==> src/iaj_pkg.sv <==
// Shared types and constants for the integer ALU and jump unit
package iaj_pkg;
	localparam int          WORD_W       = 32;
	localparam int          REG_IDX_W    = 5;
	localparam int          SHAMT_W      = 5;
	localparam int          IMM12_W      = 12;
	localparam int          JIMM_W       = 21;
	localparam logic [6:0]  OPC_REG      = 7'h33;
	localparam logic [6:0]  OPC_IMM      = 7'h13;
	localparam logic [6:0]  OPC_JUMP     = 7'h6F;
	localparam logic [6:0]  OPC_IND_JUMP = 7'h67;
	localparam logic [6:0]  UPPER_BASE   = 7'h00;
	localparam logic [6:0]  UPPER_ALT    = 7'h20;
	localparam logic [2:0]  F3_SUM       = 3'h0;
	localparam logic [2:0]  F3_SHL       = 3'h1;
	localparam logic [2:0]  F3_SLESS     = 3'h2;
	localparam logic [2:0]  F3_ULESS     = 3'h3;
	localparam logic [2:0]  F3_XOR       = 3'h4;
	localparam logic [2:0]  F3_SHR       = 3'h5;
	localparam logic [2:0]  F3_OR        = 3'h6;
	localparam logic [2:0]  F3_AND       = 3'h7;
	localparam logic [4:0]  REG_ZERO     = 5'h00;
	localparam logic [4:0]  LINK_MAIN    = 5'h01;
	localparam logic [4:0]  LINK_ALT     = 5'h05;
	localparam logic [31:0] INSN_STEP    = 32'h0000_0004;

	typedef enum logic [3:0] {
		IAJ_OP_NONE, IAJ_OP_SUM, IAJ_OP_DIFF, IAJ_OP_SLESS, IAJ_OP_ULESS,
		IAJ_OP_AND, IAJ_OP_OR, IAJ_OP_XOR, IAJ_OP_SHL, IAJ_OP_SHR,
		IAJ_OP_SHRA, IAJ_OP_IMM_SUM, IAJ_OP_PC_JUMP, IAJ_OP_IND_JUMP,
		IAJ_OP_ILLEGAL
	} iaj_op_t;

	typedef struct packed {
		logic        valid;
		logic [31:0] pc;
		logic [31:0] insn;
		logic [31:0] src1;
		logic [31:0] src2;
		logic        fetch_fault;
	} iaj_req_t;

	typedef struct packed {
		logic        valid;
		logic        wr_en;
		logic [4:0]  dest_reg;
		logic [31:0] wr_data;
		logic        redirect;
		logic [31:0] target;
		logic        misaligned;
		logic        illegal;
		logic        is_nop;
		logic        ras_push;
		logic        ras_pop;
		logic [31:0] exc_pc;
		logic        fetch_fault;
	} iaj_rsp_t;
endpackage

==> src/iaj_decode.sv <==
// Instruction decoder: opcode and function fields to operation
`timescale 1ns/1ps
`default_nettype none
module iaj_decode (
	input  wire logic [31:0]    insn,
	output iaj_pkg::iaj_op_t    op,
	output logic [31:0]         imm_i,
	output logic [31:0]         imm_j
);
	logic [6:0] opcode;
	logic [6:0] upper_func_field;
	logic [2:0] lower_func_field;

	assign opcode           = insn[6:0];
	assign upper_func_field = insn[31:25];
	assign lower_func_field = insn[14:12];
	assign imm_i = {{20{insn[31]}}, insn[31:20]};
	assign imm_j = {{12{insn[31]}}, insn[19:12], insn[20], insn[30:21], 1'b0};

	always_comb begin
		op = iaj_pkg::IAJ_OP_ILLEGAL;
		if (opcode == iaj_pkg::OPC_REG) begin
			// Both function fields select the operation
			if (upper_func_field == iaj_pkg::UPPER_BASE) begin
				case (lower_func_field)
					iaj_pkg::F3_SUM:   op = iaj_pkg::IAJ_OP_SUM;
					iaj_pkg::F3_SHL:   op = iaj_pkg::IAJ_OP_SHL;
					iaj_pkg::F3_SLESS: op = iaj_pkg::IAJ_OP_SLESS;
					iaj_pkg::F3_ULESS: op = iaj_pkg::IAJ_OP_ULESS;
					iaj_pkg::F3_XOR:   op = iaj_pkg::IAJ_OP_XOR;
					iaj_pkg::F3_SHR:   op = iaj_pkg::IAJ_OP_SHR;
					iaj_pkg::F3_OR:    op = iaj_pkg::IAJ_OP_OR;
					default:           op = iaj_pkg::IAJ_OP_AND;
				endcase
			end else if (upper_func_field == iaj_pkg::UPPER_ALT) begin
				if (lower_func_field == iaj_pkg::F3_SUM) begin
					op = iaj_pkg::IAJ_OP_DIFF;
				end else if (lower_func_field == iaj_pkg::F3_SHR) begin
					op = iaj_pkg::IAJ_OP_SHRA;
				end
			end
		end else if (opcode == iaj_pkg::OPC_IMM && lower_func_field == iaj_pkg::F3_SUM) begin
			op = iaj_pkg::IAJ_OP_IMM_SUM;
		end else if (opcode == iaj_pkg::OPC_JUMP) begin
			op = iaj_pkg::IAJ_OP_PC_JUMP;
		end else if (opcode == iaj_pkg::OPC_IND_JUMP && lower_func_field == iaj_pkg::F3_SUM) begin
			op = iaj_pkg::IAJ_OP_IND_JUMP;
		end
	end
endmodule
`default_nettype wire

==> src/iaj_ras_hint.sv <==
// Return-stack push and pop hints from link register numbers
`timescale 1ns/1ps
`default_nettype none
module iaj_ras_hint (
	input  wire logic       is_pc_jump,
	input  wire logic       is_ind_jump,
	input  wire logic [4:0] dest_reg,
	input  wire logic [4:0] first_source_reg,
	output logic            push,
	output logic            pop
);
	logic dest_link;
	logic src_link;

	assign dest_link = (dest_reg == iaj_pkg::LINK_MAIN) || (dest_reg == iaj_pkg::LINK_ALT);
	assign src_link  = (first_source_reg == iaj_pkg::LINK_MAIN)
		|| (first_source_reg == iaj_pkg::LINK_ALT);

	always_comb begin
		push = 1'b0;
		pop  = 1'b0;
		if (is_pc_jump) begin
			push = dest_link;
		end else if (is_ind_jump) begin
			// Same link pushes only; different links pop then push
			push = dest_link;
			pop  = src_link && !(dest_link && dest_reg == first_source_reg);
		end
	end
endmodule
`default_nettype wire

==> src/iaj_unit.sv <==
// Execute stage: register ALU operations, no-operation and jumps
// Overview of operation
// - Sum adds sources, difference subtracts second from first, low bits kept.
// - Signed and unsigned less-than write one when first below second.
// - AND, OR and XOR combine the two sources bit by bit.
// - Shifts use only low five bits of second source; arithmetic copies sign.
// - Register operations read both sources, both function fields pick the op.
// - Canonical no-operation changes no architectural state.
// - Immediate sum adds sign-extended twelve-bit immediate, overflow ignored.
// - Jumps redirect at once, no delay slot; next instruction is squashed.
// - Target fetch faults are reported against the target, not the jump.
// - Relative jump target is pc plus sign-extended halfword-scaled offset.
// - Relative jump writes pc plus four to destination.
// - Indirect target is first source plus immediate with bit zero cleared.
// - Indirect jump writes pc plus four; discarded for register zero.
// - Targets off a four-byte boundary raise misaligned exception.
// - With sixteen-bit alignment support misaligned exception never raised.
// - Relative jump pushes return stack only for link destinations.
// - Indirect jump return stack action follows link register table.
`timescale 1ns/1ps
`default_nettype none
module iaj_unit #(
	parameter int   WORD_WIDTH   = iaj_pkg::WORD_W,
	parameter bit   HALF_ALIGNED = 1'b0
) (
	input  wire logic              clock,
	input  wire logic              rst_n,
	input  wire iaj_pkg::iaj_req_t req,
	output iaj_pkg::iaj_rsp_t      rsp
);
	if (WORD_WIDTH != iaj_pkg::WORD_W) begin : g_width_check
		$error("iaj_unit supports only a 32-bit word width");
	end

	iaj_pkg::iaj_op_t op;
	logic [31:0]      imm_i;
	logic [31:0]      imm_j;
	logic [4:0]       dest_reg;
	logic [4:0]       first_source_reg;
	logic [4:0]       shamt;
	logic [31:0]      result;
	logic [31:0]      target;
	logic [31:0]      ind_sum;
	logic [31:0]      link;
	logic             is_jump;
	logic             writes;
	logic             ras_push;
	logic             ras_pop;
	logic             squash_d;
	logic             squash_q;
	logic             live;
	iaj_pkg::iaj_rsp_t rsp_d;
	iaj_pkg::iaj_rsp_t rsp_q;

	assign dest_reg         = req.insn[11:7];
	assign first_source_reg = req.insn[19:15];
	assign shamt            = req.src2[4:0];

	iaj_decode u_decode (
		.insn  (req.insn),
		.op    (op),
		.imm_i (imm_i),
		.imm_j (imm_j)
	);

	iaj_ras_hint u_ras (
		.is_pc_jump       (op == iaj_pkg::IAJ_OP_PC_JUMP),
		.is_ind_jump      (op == iaj_pkg::IAJ_OP_IND_JUMP),
		.dest_reg         (dest_reg),
		.first_source_reg (first_source_reg),
		.push             (ras_push),
		.pop              (ras_pop)
	);

	assign link    = req.pc + iaj_pkg::INSN_STEP;
	assign ind_sum = req.src1 + imm_i;
	assign is_jump = (op == iaj_pkg::IAJ_OP_PC_JUMP) || (op == iaj_pkg::IAJ_OP_IND_JUMP);

	always_comb begin
		target = req.pc + imm_j;
		if (op == iaj_pkg::IAJ_OP_IND_JUMP) begin
			target = {ind_sum[31:1], 1'b0};
		end
	end

	always_comb begin
		result = '0;
		writes = 1'b1;
		case (op)
			iaj_pkg::IAJ_OP_SUM:      result = req.src1 + req.src2;
			iaj_pkg::IAJ_OP_DIFF:     result = req.src1 - req.src2;
			iaj_pkg::IAJ_OP_SLESS:    result = {31'h0000_0000, $signed(req.src1) < $signed(req.src2)};
			iaj_pkg::IAJ_OP_ULESS:    result = {31'h0000_0000, req.src1 < req.src2};
			iaj_pkg::IAJ_OP_AND:      result = req.src1 & req.src2;
			iaj_pkg::IAJ_OP_OR:       result = req.src1 | req.src2;
			iaj_pkg::IAJ_OP_XOR:      result = req.src1 ^ req.src2;
			iaj_pkg::IAJ_OP_SHL:      result = req.src1 << shamt;
			iaj_pkg::IAJ_OP_SHR:      result = req.src1 >> shamt;
			iaj_pkg::IAJ_OP_SHRA:     result = $unsigned($signed(req.src1) >>> shamt);
			iaj_pkg::IAJ_OP_IMM_SUM:  result = req.src1 + imm_i;
			iaj_pkg::IAJ_OP_PC_JUMP,
			iaj_pkg::IAJ_OP_IND_JUMP: result = link;
			default:                  writes = 1'b0;
		endcase
	end

	// Instruction right behind a taken jump is dropped
	assign live = req.valid && !squash_q;

	always_comb begin
		squash_d = 1'b0;
		if (live) begin
			// Exceptions leave the next slot alive
			squash_d = is_jump && !rsp_d.misaligned && !rsp_d.fetch_fault;
		end
	end

	always_comb begin
		rsp_d             = '0;
		rsp_d.valid       = live;
		rsp_d.dest_reg    = dest_reg;
		// Only the all-zero immediate form is the canonical no-op
		rsp_d.is_nop      = live && (req.insn == {12'h000, iaj_pkg::REG_ZERO, iaj_pkg::F3_SUM,
			iaj_pkg::REG_ZERO, iaj_pkg::OPC_IMM});
		// Zero destination never written; no-op writes nothing
		rsp_d.wr_en       = live && writes && (dest_reg != iaj_pkg::REG_ZERO);
		rsp_d.wr_data     = rsp_d.wr_en ? result : 32'h0000_0000;
		rsp_d.redirect    = live && is_jump;
		rsp_d.target      = target;
		// Misaligned only without halfword support
		rsp_d.misaligned  = live && is_jump && !HALF_ALIGNED && (target[1:0] != 2'h0);
		rsp_d.illegal     = live && (op == iaj_pkg::IAJ_OP_ILLEGAL);
		rsp_d.ras_push    = live && ras_push && !rsp_d.misaligned;
		rsp_d.ras_pop     = live && ras_pop && !rsp_d.misaligned;
		// Fetch fault belongs to the arriving instruction
		rsp_d.fetch_fault = live && req.fetch_fault;
		rsp_d.exc_pc      = req.pc;
		if (rsp_d.misaligned || rsp_d.illegal || rsp_d.fetch_fault) begin
			rsp_d.wr_en    = 1'b0;
			rsp_d.wr_data  = 32'h0000_0000;
			rsp_d.redirect = 1'b0;
			rsp_d.ras_push = 1'b0;
			rsp_d.ras_pop  = 1'b0;
		end
	end

	always_ff @(posedge clock) begin
		if (!rst_n) begin
			rsp_q    <= '0;
			squash_q <= 1'b0;
		end else begin
			rsp_q    <= rsp_d;
			squash_q <= squash_d;
		end
	end

	assign rsp = rsp_q;
endmodule
`default_nettype wire

==> config.mk <==
export PLATFORM = sky130hd
export DESIGN_NAME = iaj_unit
export DESIGN_NICKNAME = d
export VERILOG_FILES = /design/src/iaj_pkg.sv /design/src/iaj_decode.sv /design/src/iaj_ras_hint.sv /design/src/iaj_unit.sv
export SDC_FILE = /design/constraint.sdc
export NUM_CORES = 1
export LEC_CHECK = 0
export BUFFER_PORTS_ARGS = -buffer_cell sky130_fd_sc_hd__buf_2
export CAP_MARGIN = 10
export CORE_AREA = 2 2 195 197
export DETAILED_ROUTE_END_ITERATION = 10
export DIE_AREA = 0 0 197 199
export PLACE_DENSITY = 0.61
export SYNTH_ARGS = -nofsm -noshare
export SYNTH_HDL_FRONTEND = slang
export SYNTH_SLANG_ARGS = --single-unit
==> constraint.sdc <==
create_clock -name clock -period 5 [get_ports clock]
set_input_delay 0.25 -clock clock [delete_from_list [all_inputs] [get_ports clock]]
set_output_delay 0.25 -clock clock [all_outputs]
set_load 0.1 [all_outputs]
==> qor.csv <==
stage,metric,value,unit
status,run status,"finished, final reports clean",
yosys,commonest cells in the synthesized netlist,"nor2_1 (218), nand2_1 (201), a21oi_1 (194), ha_1 (160), o21ai_0 (134)",
sta,Max Fclk,277,MHz
clock_tree,number of sinks driven by the clock tree,111,
floorplanning,die height,199,um
setup_path,Worst setup endpoint,rsp[98],
placement,PortBufs,241,
setup_path,WS Path Type,input pin to flop,
setup_path,worst reg2reg path endpoint,rsp[83],
placement,worst-case setup slack after placement,1.17,ns
sta,final setup TNS,0,ns
finish,post-layout instance area,18400,um^2
setup_path,type of origin of the critical path,input pin,
sta,fin crit period,3.61,ns
sta,final slew viol count,0,
floorplanning,chip width,197,um
finish,non-filler instance count after layout,2879,
yosys,most common flop cell mapped by yosys,dfxtp_1,
sta,unrepaired setup endpoints after global routing,no,
power_and_ir_drop,power density over the cells,212,nW/um^2
yosys,cell type with the largest total area after synthesis,dfxtp_1,
yosys,nets in the synthesized netlist,2547,
clock_tree,clock root buffer,clkbuf_16,
yosys,Yosys cell types,95,
sta,"Hold Violations, Final",0,
setup_path,worst path required time,5.23,ns
setup_path,maximum fanout encountered on the critical timing path,15,
placement,instance count after placement with tap cells included,2863,
route,count of routing violations after the opening detailed-route iteration,2268,
route,drt via density,6.58,
yosys,post-synthesis instance total,2251,
placement,Post-Place Cell Area,18100,um^2
global_routing,initial antenna violation count,0,
clock_tree,cts bufs inserted,9,
route,routed len/inst,27.5,um
floorplanning,area of the core,37100,um^2
route,wire length after detailed routing,79200,um
finish,nets,2696,
setup_path,register-to-register path setup slack,3.19,ns
finish,register area,2220,um^2
sta,fin crit share,72.2,%
power_and_ir_drop,worst ir drop on vdd,0.000181,V
hold_path,hold path start,req[98],
setup_path,cell-by-cell trace of the critical path,buf_2 > inv_1 > ha_1 > or3_1 > nor3_2 > nand3_1 > o31ai_2 > o21ba_2 > a211oi_2 > a221o_1 > o21ai_0 > a31oi_1,
setup_path,critical path data arrival time,3.85,ns
global_routing,wire length of the first global-routing pass,115000,um
yosys,Ys Warns,0,
clock_tree,CTS H-Tree Depth,3,
route,number of vias after detailed routing,18900,
global_routing,pin count of the biggest net entering global routing,85,
yosys,Post-Syn Area per Cell,7.35,um^2
clock_tree,TritonCTS clock tree,done,
yosys,"EDFF count, synth",0,
yosys,total of flip-flops plus latches after synthesis,111,
yosys,largest cells by area after synthesis,"dfxtp_1 (13%), ha_1 (12%), mux4_2 (6.5%)",
placement,gpl congestion,1.03,
route,Post-DRT Antenna Nets,0,
finish,final-layout fill cell count,3754,
route,residual DRC count,0,
sta,worst slack on hold paths,0.0896,ns
clock_tree,post-CTS setup buffers,0,
yosys,share of async-settable or async-resettable flops after synthesis,0,%
global_routing,number of global-route vias before repair,17700,
placement,HPWL Detailed,62700,um
sta,Slew Limit Headroom,25.7,%
floorplanning,top-level port count,242,
route,number of iterations in the first detailed-routing pass,8,
clock_tree,CTS Hold Bufs,0,
floorplanning,Site Rows,71,
setup_path,maximum cell stage delay along the critical path,0.58,ns
yosys,cell area after synthesis,16600,um^2
finish,area of the multi-input gates,13300,um^2
floorplanning,starting density of the core,44.6,%
yosys,top-count cell post-synth,nor2_1,
setup_path,endpoint kind of the worst setup timing path,flop,
finish,synthesis-to-finish area growth,11.3,%
clock_tree,CTS Buffer Depth,2,
clock_tree,cts repair resizes,0,
global_routing,overall routing resource usage,39.5,%
setup_path,cell with the largest stage delay on the worst path,o31ai_2,
finish,antenna cells,0,
yosys,share of the synthesized area in the top cell type,13.4,%
global_routing,global route total overflow,0,
finish,share of layout cells above drive strength 1,16.5,%
sta,skew final,0.0300,ns
setup_path,worst reg-to-reg path cell count,6,
setup_path,startpoint of the worst-slack reg-to-reg timing path,squash_q,
sta,actual transition at the worst max-transition pin,1.09,ns
clock_tree,Skew-Pair Late Insertion Delay,0.41,ns
clock_tree,clk slew on worst S/H paths,0.12,ns
hold_path,Hold/Removal Path Class,input pin to flop,
floorplanning,die area,39200,um^2
sta,final worst-path setup slack,1.39,ns
yosys,sequential cell area fraction in the yosys report,13.4,%
flow_run,max-cap violations,0,
setup_path,worst setup path startpoint,req[49],
sta,count of endpoints failing setup in the final report,0,
power_and_ir_drop,static leakage power,0.00805,uW
## critical path, delay by kind of cell
kind / cells / cell delay [ns]
adders and majority gates: 1 / 0.52
and+or+nand+nor: 3 / 1.10
buffers and inverters: 2 / 0.46
AOI/OAI and AO/OA: 6 / 1.52
## worst min-delay path by stage
stage	cells past startpoint	to
final	2	rsp[2]
after global routing	2	rsp[2]
after CTS	2	rsp[2]
after detailed placement	2	rsp[107]
after global placement	2	rsp[106]
after floorplan	1	rsp[0]
## metrics by stage
stage / utilization (%) / total power [uW]
final: 49.6 / 3910
after global routing: 49.6 / 4080
after CTS: 49.6 / 3870
after detailed placement: 48.7 / 3010
after global placement: 48.7 / 3010
after floorplan: - / 2420
## where the power goes
| group | internal (uW) | total (uW) | switching, uW |
|---|---|---|---|
| sequential | 934 | 945 | 10.7 |
| clock | 423 | 862 | 439 |
| combinational | 638 | 2110 | 1470 |
| total | 1990 | 3910 | 1920 |
## registers in the layout, summed over array words and instances, names as in the netlist
name,flops
rsp,110
squash_q,1
## layout by cell type, fill, tap and decap left out, drive strengths merged, types with 8 or more instances in the layout
master / netlist / layout
a31o: 11 / 11
mux2i: 57 / 57
and3: 25 / 25
o31ai: 18 / 18
a221o: 16 / 16
a21o: 47 / 47
o21bai: 18 / 18
mux4: 48 / 48
nor3: 53 / 53
ha: 160 / 160
buf: 55 / 282
and2: 59 / 59
nand2b: 27 / 27
nand2: 201 / 201
or3: 11 / 11
o21a: 20 / 20
xnor2: 56 / 56
nor4: 14 / 14
a211o: 8 / 8
a211oi: 29 / 29
o221ai: 12 / 12
or2: 10 / 10
nand4: 19 / 19
a221oi: 22 / 22
a21oi: 194 / 194
o22ai: 43 / 43
a21boi: 14 / 14
xor2: 40 / 40
o211ai: 30 / 30
a22oi: 16 / 16
o21ai: 141 / 141
nand3: 48 / 48
nor2: 219 / 219
inv: 116 / 118
clkbuf: 89 / 10
dfxtp: 111 / 111
a31oi: 44 / 44
a2111oi: 8 / 8
nor2b: 34 / 34
## logic make-up after synthesis
logic type / Yosys count / synth area share (%)
compound gates: 759 / 30.4
xor+xnor: 96 / 5.08
fa+ha+maj: 164 / 12.6
buf+inv: 262 / 6.33
flops: 111 / 13.4
mux: 108 / 10.2
simple gates: 751 / 22.0
## routing by layer
metal | share of wire, % | global-route usage (%) | up-vias | routed length (um)
met5 | 0 | 0 | - | 0
met4 | 3.6 | 13.3 | 0 | 2880
met3 | 11 | 8.88 | 165 | 8590
met2 | 43 | 61.8 | 1139 | 34400
met1 | 42 | 53.7 | 9028 | 33300
li1 | - | - | 8610 | -
## layout make-up
| class | instances | share of cell area [%] |
|---|---|---|
| multi-input cells | 1878 | 72.2 |
| flip-flops and latches | 111 | 12.1 |
| repair buffers | 282 | 8.25 |
| well taps | 474 | 3.22 |
| inverters | 118 | 2.41 |
| clock buffers | 10 | 1.30 |
| clock inverters | 6 | 0.537 |
(Power assumes the default switching activity.)
